==> src/rtl/alo_pkg.sv <==
// Constants and types shared by the add and literal-logic execution unit
package alo_pkg;
  // Datapath and address widths
  localparam int unsigned ALO_DW = 8;
  localparam int unsigned ALO_AW = 12;
  localparam int unsigned ALO_BW = 4;
  localparam int unsigned ALO_FW = 5;
  // Opcode fields: upper byte for literal forms, upper six bits for file forms
  localparam logic [7:0] ALO_OPC_ADD_IMM = 8'h0F;
  localparam logic [7:0] ALO_OPC_AND_IMM = 8'h0B;
  localparam logic [5:0] ALO_OPC_ADD_FILE = 6'h09;
  localparam logic [5:0] ALO_OPC_ADDC_FILE = 6'h08;
  // Instruction bit positions
  localparam int unsigned ALO_BIT_DEST = 9;
  localparam int unsigned ALO_BIT_ACCESS = 8;
  // Addressing constants
  localparam logic [7:0] ALO_INDEXED_MAX = 8'h5F;
  localparam int unsigned ALO_ACC_SPLIT_BIT = 7;
  localparam logic [3:0] ALO_ACC_LO_BANK = 4'h0;
  localparam logic [3:0] ALO_ACC_HI_BANK = 4'hF;
  // Flag positions in the status word
  localparam int unsigned ALO_FLG_C = 0;
  localparam int unsigned ALO_FLG_DIG = 1;
  localparam int unsigned ALO_FLG_Z = 2;
  localparam int unsigned ALO_FLG_OVF = 3;
  localparam int unsigned ALO_FLG_N = 4;
  // Register byte offsets on the bus
  localparam logic [11:0] ALO_OFS_CTRL = 12'h000;
  localparam logic [11:0] ALO_OFS_BANK = 12'h004;
  localparam logic [11:0] ALO_OFS_ACC = 12'h008;
  localparam logic [11:0] ALO_OFS_STATUS = 12'h00C;
  localparam logic [11:0] ALO_OFS_PHASE = 12'h010;
  // Values after reset
  localparam logic [ALO_DW-1:0] ALO_RST_ACC = 8'h00;
  localparam logic [ALO_FW-1:0] ALO_RST_FLAGS = 5'h00;
  localparam logic [ALO_BW-1:0] ALO_RST_BANK = 4'h0;
  localparam logic ALO_RST_EXT = 1'b0;
  // Instruction phases and decoded operation kinds
  typedef enum logic [2:0] {ALO_PH_IDLE, ALO_PH_DECODE, ALO_PH_READ, ALO_PH_PROC, ALO_PH_WRITE} alo_phase_t;
  typedef enum logic [2:0] {ALO_K_NONE, ALO_K_ADD_IMM, ALO_K_AND_IMM, ALO_K_ADD_FILE, ALO_K_ADDC_FILE} alo_kind_t;
endpackage

==> src/rtl/alo_core.sv <==
// Four-phase execution unit for add, add-with-carry and literal AND operations
`timescale 1ns/1ns
// Function
// - Opcode 0010 01da adds the accumulator to the addressed byte and updates all five status flags.
// - With the destination bit at 0 the result goes to the accumulator and the file byte is left alone.
// - With the destination bit at 1 the result is written back to the addressed data-memory byte.
// - With the access bit at 0 the 8-bit file address is resolved inside the fixed access bank.
// - With the access bit at 1 the address is the bank select register joined to the 8-bit file address.
// - Access bit 0, extended mode on and a file address up to 95 select indexed literal offset addressing.
// - Opcode 0010 00da sums accumulator, addressed byte and carry and updates all five status flags.
// - Opcode 0000 1011 ANDs the accumulator with the instruction's low byte and keeps the result there.
// - The AND-immediate operation updates only negative and zero, leaving carry, digit carry and overflow.
// - Opcode 0000 1111 adds the instruction's low byte to the accumulator and updates all five status flags.
module alo_core
  import alo_pkg::*;
(
  // Clock and reset
  input wire logic ref_clk_i,
  input wire logic nrst_i,
  // Instruction from the decoder
  input wire logic instr_valid_i,
  input wire logic [15:0] instr_i,
  input wire logic [ALO_AW-1:0] index_base_i,
  output logic instr_ready_o,
  // Banked data memory, read data one cycle after mem_rd_o
  output logic [ALO_AW-1:0] mem_addr_o,
  output logic mem_rd_o,
  output logic mem_wr_o,
  output logic [ALO_DW-1:0] mem_wdata_o,
  input wire logic [ALO_DW-1:0] mem_rdata_i,
  // Architectural state view
  output logic [ALO_DW-1:0] accumulator_o,
  output logic [ALO_FW-1:0] flags_o,
  // APB slave
  input wire logic psel,
  input wire logic penable,
  input wire logic pwrite,
  input wire logic [11:0] paddr,
  input wire logic [31:0] pwdata,
  output logic [31:0] prdata,
  output logic pready,
  output logic pslverr
);
  alo_phase_t phase_reg, phase_next;
  alo_kind_t kind_reg, kind_next, dec_kind;
  logic [15:0] ir_reg, ir_next;
  logic [ALO_DW-1:0] acc_reg, acc_next, result_reg, result_next, wdata_reg, wdata_next, operand, and8;
  logic [ALO_FW-1:0] flags_reg, flags_next, calc_reg, calc_next;
  logic [ALO_BW-1:0] bank_reg, bank_next;
  logic [ALO_AW-1:0] addr_reg, addr_next, dec_addr;
  logic ext_reg, ext_next, ready_reg, ready_next, rd_reg, rd_next, wr_reg, wr_next;
  logic pready_reg, pready_next, pslverr_reg, pslverr_next, apb_wr, file_op, cin, addr_hit;
  logic [31:0] prdata_reg, prdata_next;
  logic [8:0] sum9;
  logic [4:0] lo5;
  // A write lands only in the completing access cycle
  assign apb_wr = psel && penable && pready_reg && pwrite;
  assign file_op = (kind_reg == ALO_K_ADD_FILE) || (kind_reg == ALO_K_ADDC_FILE);

  // Decode and address formation, evaluated on the held instruction word
  always_comb
  begin
    dec_kind = ALO_K_NONE;
    if (ir_reg[15:8] == ALO_OPC_ADD_IMM) dec_kind = ALO_K_ADD_IMM;
    else if (ir_reg[15:8] == ALO_OPC_AND_IMM) dec_kind = ALO_K_AND_IMM;
    else if (ir_reg[15:10] == ALO_OPC_ADD_FILE) dec_kind = ALO_K_ADD_FILE;
    else if (ir_reg[15:10] == ALO_OPC_ADDC_FILE) dec_kind = ALO_K_ADDC_FILE;
    if (ir_reg[ALO_BIT_ACCESS])
      dec_addr = {bank_reg, ir_reg[7:0]};
    else if (ext_reg && ir_reg[7:0] <= ALO_INDEXED_MAX)
      dec_addr = index_base_i + {4'h0, ir_reg[7:0]};
    else
      dec_addr = {ir_reg[ALO_ACC_SPLIT_BIT] ? ALO_ACC_HI_BANK : ALO_ACC_LO_BANK, ir_reg[7:0]};
  end
  // Arithmetic: memory data arrives in the processing phase; literal comes from the low byte
  always_comb
  begin
    operand = file_op ? mem_rdata_i : ir_reg[7:0];
    cin = (kind_reg == ALO_K_ADDC_FILE) ? flags_reg[ALO_FLG_C] : 1'b0;
    sum9 = {1'b0, acc_reg} + {1'b0, operand} + {8'h00, cin};
    lo5 = {1'b0, acc_reg[3:0]} + {1'b0, operand[3:0]} + {4'h0, cin};
    and8 = acc_reg & operand;
  end
  // Phase machine, destination handling and software-visible registers
  always_comb
  begin
    phase_next = phase_reg;
    kind_next = kind_reg;
    ir_next = ir_reg;
    acc_next = acc_reg;
    flags_next = flags_reg;
    calc_next = calc_reg;
    result_next = result_reg;
    bank_next = bank_reg;
    ext_next = ext_reg;
    addr_next = addr_reg;
    rd_next = 1'b0;
    wr_next = 1'b0;
    wdata_next = wdata_reg;
    // Software writes first so that the core's own update below wins a collision
    if (apb_wr)
    begin
      case (paddr)
        ALO_OFS_CTRL: ext_next = pwdata[0];
        ALO_OFS_BANK: bank_next = pwdata[ALO_BW-1:0];
        ALO_OFS_ACC: acc_next = pwdata[ALO_DW-1:0];
        ALO_OFS_STATUS: flags_next = pwdata[ALO_FW-1:0];
        default: ;
      endcase
    end
    case (phase_reg)
      ALO_PH_IDLE:
      begin
        if (instr_valid_i)
        begin
          ir_next = instr_i;
          phase_next = ALO_PH_DECODE;
        end
      end
      ALO_PH_DECODE:
      begin
        kind_next = dec_kind;
        addr_next = dec_addr;
        rd_next = (dec_kind == ALO_K_ADD_FILE) || (dec_kind == ALO_K_ADDC_FILE);
        phase_next = ALO_PH_READ;
      end
      ALO_PH_READ: phase_next = ALO_PH_PROC;
      ALO_PH_PROC:
      begin
        if (kind_reg == ALO_K_AND_IMM)
          result_next = and8;
        else
          result_next = sum9[7:0];
        calc_next[ALO_FLG_C] = sum9[8];
        calc_next[ALO_FLG_DIG] = lo5[4];
        calc_next[ALO_FLG_OVF] = (acc_reg[7] == operand[7]) && (sum9[7] != acc_reg[7]);
        calc_next[ALO_FLG_N] = (kind_reg == ALO_K_AND_IMM) ? and8[7] : sum9[7];
        calc_next[ALO_FLG_Z] = (kind_reg == ALO_K_AND_IMM) ? (and8 == 8'h00) : (sum9[7:0] == 8'h00);
        wr_next = file_op && ir_reg[ALO_BIT_DEST];
        wdata_next = (kind_reg == ALO_K_AND_IMM) ? and8 : sum9[7:0];
        phase_next = ALO_PH_WRITE;
      end
      ALO_PH_WRITE:
      begin
        // Literal forms and file forms with the destination bit clear land in the accumulator
        if ((kind_reg == ALO_K_ADD_IMM) || (kind_reg == ALO_K_AND_IMM) || (file_op && !ir_reg[ALO_BIT_DEST]))
          acc_next = result_reg;
        if (kind_reg == ALO_K_AND_IMM)
        begin
          flags_next[ALO_FLG_N] = calc_reg[ALO_FLG_N];
          flags_next[ALO_FLG_Z] = calc_reg[ALO_FLG_Z];
        end
        else if (kind_reg != ALO_K_NONE)
          flags_next = calc_reg;
        // Back-to-back issue: the next word is taken while this one writes
        if (instr_valid_i)
        begin
          ir_next = instr_i;
          phase_next = ALO_PH_DECODE;
        end
        else
          phase_next = ALO_PH_IDLE;
      end
      default: phase_next = ALO_PH_IDLE;
    endcase
    ready_next = (phase_next == ALO_PH_IDLE) || (phase_next == ALO_PH_WRITE);
  end
  // State registers of the core
  always_ff @(posedge ref_clk_i)
  begin
    if (!nrst_i)
    begin
      phase_reg <= ALO_PH_IDLE;
      kind_reg <= ALO_K_NONE;
      ir_reg <= 16'h0000;
      acc_reg <= ALO_RST_ACC;
      flags_reg <= ALO_RST_FLAGS;
      calc_reg <= ALO_RST_FLAGS;
      result_reg <= 8'h00;
      bank_reg <= ALO_RST_BANK;
      ext_reg <= ALO_RST_EXT;
      ready_reg <= 1'b1;
      addr_reg <= 12'h000;
      rd_reg <= 1'b0;
      wr_reg <= 1'b0;
      wdata_reg <= 8'h00;
    end
    else
    begin
      phase_reg <= phase_next;
      kind_reg <= kind_next;
      ir_reg <= ir_next;
      acc_reg <= acc_next;
      flags_reg <= flags_next;
      calc_reg <= calc_next;
      result_reg <= result_next;
      bank_reg <= bank_next;
      ext_reg <= ext_next;
      ready_reg <= ready_next;
      addr_reg <= addr_next;
      rd_reg <= rd_next;
      wr_reg <= wr_next;
      wdata_reg <= wdata_next;
    end
  end
  // APB answer: one wait state, so read data is a registered snapshot
  always_comb
  begin
    pready_next = psel && penable && !pready_reg;
    prdata_next = prdata_reg;
    pslverr_next = 1'b0;
    addr_hit = (paddr == ALO_OFS_CTRL) || (paddr == ALO_OFS_BANK) || (paddr == ALO_OFS_ACC)
      || (paddr == ALO_OFS_STATUS) || (paddr == ALO_OFS_PHASE);
    if (pready_next)
    begin
      pslverr_next = !addr_hit;
      case (paddr)
        ALO_OFS_CTRL: prdata_next = {31'h00000000, ext_reg};
        ALO_OFS_BANK: prdata_next = {28'h0000000, bank_reg};
        ALO_OFS_ACC: prdata_next = {24'h000000, acc_reg};
        ALO_OFS_STATUS: prdata_next = {27'h0000000, flags_reg};
        ALO_OFS_PHASE: prdata_next = {29'h00000000, phase_reg};
        default: prdata_next = 32'h00000000;
      endcase
    end
  end
  // APB response registers
  always_ff @(posedge ref_clk_i)
  begin
    if (!nrst_i)
    begin
      pready_reg <= 1'b0;
      pslverr_reg <= 1'b0;
      prdata_reg <= 32'h00000000;
    end
    else
    begin
      pready_reg <= pready_next;
      pslverr_reg <= pslverr_next;
      prdata_reg <= prdata_next;
    end
  end
  // Every output straight from a flip-flop
  assign instr_ready_o = ready_reg;
  assign mem_addr_o = addr_reg;
  assign mem_rd_o = rd_reg;
  assign mem_wr_o = wr_reg;
  assign mem_wdata_o = wdata_reg;
  assign accumulator_o = acc_reg;
  assign flags_o = flags_reg;
  assign prdata = prdata_reg;
  assign pready = pready_reg;
  assign pslverr = pslverr_reg;
endmodule // alo_core

==> config.mk <==
export PLATFORM = sky130hd
export DESIGN_NAME = alo_core
export DESIGN_NICKNAME = d
export VERILOG_FILES = /design/src/rtl/alo_pkg.sv /design/src/rtl/alo_core.sv
export SDC_FILE = /design/constraint.sdc
export NUM_CORES = 1
export LEC_CHECK = 0
export BUFFER_PORTS_ARGS = -buffer_cell sky130_fd_sc_hd__buf_2
export CORE_MARGIN = 2
export CORE_UTILIZATION = 30
export CTS_CLUSTER_DIAMETER = 50
export DETAILED_ROUTE_END_ITERATION = 8
export GPL_ROUTABILITY_DRIVEN = 0
export GPL_TIMING_DRIVEN = 0
export PLACE_DENSITY_LB_ADDON = 0.25
export SLEW_MARGIN = 20
export SYNTH_ARGS = -nofsm -noshare
export SYNTH_HDL_FRONTEND = slang
export SYNTH_SLANG_ARGS = --single-unit
==> constraint.sdc <==
create_clock -name ref_clk_i -period 10.88 [get_ports ref_clk_i]
set_input_delay 1.632 -clock ref_clk_i [delete_from_list [all_inputs] [get_ports ref_clk_i]]
set_output_delay 1.632 -clock ref_clk_i [all_outputs]
set_load 0.02 [all_outputs]
==> metrics.yaml, run 1 <==
floorplan:
  fp.dieArea_mm2: 0.0157
  io_pins: 156
  die_y_um: 125
  die_w_um: 125
  start_util: 0.305
  rows: 44
  core_mm2: 0.0145
clock_tree:
  path_clk_slew_ns: 0.06
  hold_buffers: 0
  clkLatencyLatePin_ns: 0.33
  htree_levels: 3
  clock-sinks: 77
  cts_tree: "built"
  cts_resized: 0
  numCtsBuffers: 9
  cts_buffer_depth: 2
  clockRootBuffer: "clkbuf_16"
  cts_setup_buffers: 0
cells_and_area:
  nNetsFinal: 788
  drive_gt1_frac: 0.244
  fin_cells: 872
  area_growth_pct: 26.0
  fin_util: 0.384
  final_common_cell: "buf_2"
  most-common-layout-cells: "107 x buf_2, 77 x dfxtp_1, 69 x nand2_1"
  largest_register_ffs: 16
  diodes: 0
placed_design:
  numPortBuffers: 106
  place_inst: 856
  post-dp-hpwl_um: 10800
sta:
  rsz0062_at_grt: "no"
  min_period_over_period: 0.370
  max-slew-margin-rel: 0.487
  slew_viol_final: 0
  hold_viol: 0
  timing.setup.tns_ns: 0
  min_period_ns: 4.03
  setup_viol: 0
  tightest_slew_ns: 0.768
  max_freq_ghz: 0.248
  fin_skew_ns: 0.00387
power_and_ir_drop:
  power_density_mw_per_mm2: 131
  cellLeakagePower_nw: 2.40
  vdd_drop_max_v: 0.0000650
grt:
  grt_first_pass_wirelength_um: 21500
  gr-total-overflow: 0
  track_usage: 0.173
  grt_antenna_before_repair: 0
  grt_pass1_vias: 4138
  grt_max_degree: 15
synth:
  synth_ff_type: "dfxtp_1"
  ys_ff_latch: 77
  synthArstFlopShare: 0
  ys_seq_area_frac: 0.349
  synth.cell_area_mm2: 0.00442
  ys_types: 57
  synth_cells: 543
  ys_warn_count: 0
  synth_edf_count: 0
  syn_avg_cell_area_um2: 8.14
routing:
  routed_wl_um: 13500
  first_pass_iters: 4
  viasPerCell: 4.93
  drc_errors: 0
  wl_per_cell_um: 15.5
  via_count: 4296
  drtAntennaViolNets: 0
  drt_iter0_markers: 199
worst_setup_path:
  required_ns: 11.10
  slowest_delay_ns: 0.51
  path_cells: "clkbuf_1 -> nor3b_1 -> a21o_1 -> clkbuf_1 -> mux2_2 -> inv_1 -> fa_1 -> fa_1 -> nor2b_1 -> o21a_1 -> nor2_1 -> xnor2_1 -> or4_1 -> o41ai_1"
  rrSetupSlack_ns: 6.85
  worst_path_max_delay_cell: "or4_1"
  path_delay_family: "simple AND/OR/NAND/NOR gates"
  end_kind: "flip-flop"
  path_max_fanout: 10
  critPathBufInv: 3
  crit_arrival_ns: 4.24
  worstSetupPathType: "flip-flop to flip-flop"
  critPathLaunchType: "flip-flop"
run:
  maxCapViolCount: 0
worst_hold_path:
  hold_path.class: "flip-flop to flip-flop"
outcome:
  status: "complete, no violations"
-- final timing paths --
| path | startpoint | to | cells past startpoint |
|---|---|---|---|
| setup reg to reg | kind_reg[0] | calc_reg[2] | 14 |
| setup / recovery | kind_reg[0] | calc_reg[2] | 14 |
| hold / removal | mem_addr_o[1] | mem_addr_o[1] | 2 |
| hold reg to reg | mem_addr_o[1] | mem_addr_o[1] | 2 |
-- through the flow --
stage	setup WS, ns	area [µm²]	hold WS, ns	total power [W]
floorplan	7.01	4500	0.444	0.000392
global placement	6.75	5270	0.441	0.000432
detailed placement	6.67	5270	0.445	0.000434
CTS	6.88	5570	0.453	0.000736
global route	6.54	5570	0.475	0.000766
finish	6.85	5570	0.450	0.000732
-- where the power goes --
group	total (W)	leakage (nW)	switching [W]	internal (W)
Combinational	0.000124	1.63	0.0000761	0.0000481
Sequential	0.000305	0.625	0.0000108	0.000294
Clock	0.000303	0.150	0.000124	0.000179
Total	0.000732	2.40	0.000211	0.000521
-- cell families (layout without fill, tap and decap cells) --
family	count (synthesis)	count (layout)	synth area share
flops	77	77	0.349
other cells	1	24	0.000849
fa+ha+maj	19	19	0.0589
buf+inv	65	187	0.0793
simple gates	190	190	0.209
compound gates	148	148	0.206
mux	34	34	0.0796
xor+xnor	9	9	0.0178
-- Yosys cell counts, drive strengths merged, types with 5 or more instances --
cell type	instances	share of area
clkbuf	25	0.021
a211oi	10	0.017
mux2i	25	0.057
o211ai	7	0.012
buf	28	0.048
nor2	45	0.038
a22oi	6	0.010
nand2b	6	0.0085
inv	12	0.010
dfxtp	77	0.35
a31oi	5	0.0071
ha	16	0.045
xnor2	7	0.014
nand2	69	0.059
nand3	17	0.019
a21oi	54	0.061
nor3	13	0.015
o21a	5	0.0085
and3	5	0.0076
a21o	8	0.014
o21ai	32	0.036
nor4	6	0.012
nor2b	8	0.011
mux2	9	0.023
-- area by class of cell --
| cell class | instances | area (µm²) |
|---|---|---|
| inverter | 12 | 45.0 |
| sequential | 77 | 1540 |
| timing repair buffer | 106 | 531 |
| clock buffer | 9 | 225 |
| tap | 184 | 230 |
| multi-input combinational | 424 | 2610 |
| fill | 1522 | 8910 |
| clock inverter | 7 | 75.1 |
| buffer | 53 | 305 |
-- tightest hold or removal path, cell delays in order (launching register included) --
cell,delay [ns]
dfxtp_1,0.31
nand2_1,0.05
a21oi_1,0.05
-- per-layer routing --
layer | vias up | share of wire | global-route usage
met3 | 17 | 0.052 | 0.0325
met1 | 1976 | 0.43 | 0.219
met2 | 119 | 0.50 | 0.297
met5 | - | 0 | 0
li1 | 2184 | - | -
met4 | 0 | 0.017 | 0.0523
Note: power is estimated with default switching activity, not from simulation.
==> inputs of run 2 (changes only) <==
==> constraint.sdc (replaced) <==
create_clock -name ref_clk_i -period 3.29 [get_ports ref_clk_i]
set_input_delay 0.4935 -clock ref_clk_i [delete_from_list [all_inputs] [get_ports ref_clk_i]]
set_output_delay 0.4935 -clock ref_clk_i [all_outputs]
set_load 0.02 [all_outputs]
==> run 2 against run 1 <==
  * Total power rose to 3.3 times the previous value
  * Largest cell class unchanged
  * Combinational power increased to 3.4 times the previous value
  * Cell count grew 0.46%
==> metrics.yaml, run 2 (same netlist as run 1, synthesis figures left out) <==
power_and_ir_drop:
  cellLeakagePower_nw: 2.43  # was 2.40 nW
  power_density_mw_per_mm2: 426  # was 131 mW/mm²
  vdd_drop_max_v: 0.000278  # was 0.0000650 V
worst_setup_path:
  r2r-end: "calc_reg[2]"  # unchanged
  rr_startpoint: "kind_reg[1]"  # was kind_reg[0]
  path_cells: "nor2b_2 -> a21o_4 -> mux2_4 -> inv_1 -> fa_2 -> fa_2 -> buf_4 -> xor2_2 -> nand4_1 -> or4_4 -> o41ai_2"  # was clkbuf_1 -> nor3b_1 -> a21o_1 -> clkbuf_1 -> mux2_2 -> inv_1 -> fa_1 -> fa_1 -> nor2b_1 -> o21a_1 -> nor2_1 -> xnor2_1 -> or4_1 -> o41ai_1
  worst_path_max_delay_cell: "or4_4"  # was or4_1
  r2r_cells: 11  # was 14
  critPathLaunchType: "flip-flop"  # unchanged
  path_delay_family: "simple AND/OR/NAND/NOR gates"  # unchanged
  rrSetupSlack_ns: 0.15  # was 6.85 ns
  slowest_delay_ns: 0.54  # was 0.51 ns
  path_max_fanout: 5  # was 10
  worstSetupPathType: "flip-flop to flip-flop"  # unchanged
  end_kind: "flip-flop"  # unchanged
  crit_top_cell: "fa_2"
  crit_arrival_ns: 3.37  # was 4.24 ns
  critPathBufInv: 2  # was 3
  required_ns: 3.52  # was 11.10 ns
clock_tree:
  clkLatencyLatePin_ns: 0.33  # about the same
  clock-sinks: 77  # unchanged
  cts_buffer_depth: 2  # unchanged
  hold_buffers: 0  # unchanged
  path_clk_slew_ns: 0.06  # about the same
  numCtsBuffers: 9  # unchanged
  cts_tree: "built"  # unchanged
  clockRootBuffer: "clkbuf_16"  # unchanged
  htree_levels: 3  # unchanged
sta:
  tightest_slew_ns: 1.09  # was 0.768 ns
  fin_skew_ns: 0.00466  # was 0.00387 ns
  rsz0062_at_grt: "no"  # unchanged
  min_period_ns: 3.14  # was 4.03 ns
  min_period_over_period: 0.955  # was 0.370
  setup_viol: 0  # unchanged
  max-slew-margin-rel: 0.265  # was 0.487
  slew_viol_final: 0  # unchanged
  hold_viol: 0  # unchanged
  max_freq_ghz: 0.318  # was 0.248 GHz
  finalWorstSetupSlack_ns: 0.148  # was 6.85 ns
grt:
  grt_max_degree: 14  # was 15
  grt_antenna_before_repair: 0  # unchanged
  grt_first_pass_wirelength_um: 21700  # was 21500 µm
  gr-total-overflow: 0  # unchanged
  grtUsageMet1: 0.216  # was 0.219
  met2_usage: 0.300  # was 0.297
  grtUsageMet3: 0.0317  # was 0.0325
  grt_pass1_vias: 4257  # was 4138
  track_usage: 0.172  # was 0.173
  grt-busiest-layer: "met2"  # unchanged
routing:
  routed_wl_um: 13800  # was 13500 µm
  viasPerCell: 5.00  # was 4.93
  via_count: 4381  # was 4296
  drtAntennaViolNets: 0  # unchanged
  drt_iter0_markers: 195  # was 199
  drc_errors: 0  # unchanged
  wl_per_cell_um: 15.8  # was 15.5 µm
  first_pass_iters: 5  # was 4
floorplan:
  start_util: 0.305  # unchanged
  io_pins: 156  # unchanged
  core_mm2: 0.0145  # unchanged
  fp.dieArea_mm2: 0.0157  # unchanged
  die_w_um: 125  # unchanged
  rows: 44  # unchanged
  die_y_um: 125  # unchanged
cells_and_area:
  n_fill_cell: 1496  # was 1522
  multiInputGateArea_mm2: 0.00267  # was 0.00261 mm²
  stdcell_area_mm2: 0.00566  # was 0.00557 mm²
  nNetsFinal: 792  # was 788
  register_area_mm2: 0.00155  # was 0.00154 mm²
  fin_cells: 876  # was 872
  largest_register_ffs: 16  # unchanged
  drive_gt1_frac: 0.269  # was 0.244
  final_common_cell: "buf_2"  # unchanged
  diodes: 0  # unchanged
  most-common-layout-cells: "107 x buf_2, 74 x dfxtp_1, 69 x nand2_1"  # was 107 x buf_2, 77 x dfxtp_1, 69 x nand2_1
  area_growth_pct: 28.1  # was 26.0%
run:
  maxCapViolCount: 0  # unchanged
placed_design:
  numPortBuffers: 106  # unchanged
  place_area_mm2: 0.00527  # about the same
  post-dp-hpwl_um: 11000  # was 10800 µm
  place_inst: 856  # unchanged
  dp_slack_ns: -0.385  # was 6.67 ns
worst_hold_path:
  hold_path.class: "input pin to flip-flop"  # was flip-flop to flip-flop
  min_to: "ir_reg[7]"  # was mem_addr_o[1]
  hold_start: "instr_i[7]"  # was mem_addr_o[1]
  min_path_cells: 3  # was 2
outcome:
  status: "complete, no violations"  # unchanged
==> run 2: layer usage <==
metal	part of all wire	wire length, µm
met5	0	0
met4	0.019	266
met3	0.047	649
met2	0.49	6770
met1	0.44	6110
==> run 2: timing repair <==
item / 4_1_cts / 5_1_grt
pin swaps: 0 / 5
setup endpoints to repair: 2 / 2
gates resized for setup: 9 / 8
hold endpoints to repair: 0 / 0
setup buffers: 0 / 6
==> run 2: worst max-delay path by stage <==
stage / endpoint / depth (start not counted) / from / slack (ns)
3_5_place_dp: calc_reg[2] / 14 / kind_reg[0] / -0.38
3_3_place_gp: calc_reg[2] / 14 / kind_reg[0] / -0.26
4_1_cts: calc_reg[2] / 12 / kind_reg[1] / 0.006
6_report: calc_reg[2] / 11 / kind_reg[1] / 0.15
5_1_grt: calc_reg[2] / 11 / kind_reg[2] / 0.007
2_1_floorplan: calc_reg[2] / 14 / kind_reg[0] / 0.001
==> run 2: worst min-delay path: stages <==
cell and delay [ns]:
buf_2 0.09, nand2_1 0.04, a21oi_1 0.05
==> run 2: through the flow <==
stage / total power, W / util / TNS [ns] / hold WS [ns]
2_1_floorplan: 0.00130 / - / 0 / 0.444
3_3_place_gp: 0.00143 / 0.364 / -0.256 / 0.441
3_5_place_dp: 0.00144 / 0.364 / -0.395 / 0.444
6_report: 0.00241 / 0.391 / 0 / 0.396
4_1_cts: 0.00242 / 0.386 / 0 / 0.387
5_1_grt: 0.00251 / 0.391 / 0 / 0.384
==> run 2: cell type report <==
class | count | share of cell area
plain buffers | 51 | 0.0526
well taps | 184 | 0.0407
flip-flops and latches | 77 | 0.273
multi-input cells | 424 | 0.472
clock buffers | 10 | 0.0405
repair buffers | 112 | 0.102
clock inverters | 6 | 0.0113
inverters | 12 | 0.00796
==> run 2: power breakdown <==
| part | total, W | internal, W | leakage (nW) | switching [W] |
|---|---|---|---|---|
| Combinational | 0.000419 | 0.000165 | 1.66 | 0.000254 |
| Clock | 0.000982 | 0.000586 | 0.138 | 0.000396 |
| Sequential | 0.00101 | 0.000972 | 0.627 | 0.0000368 |
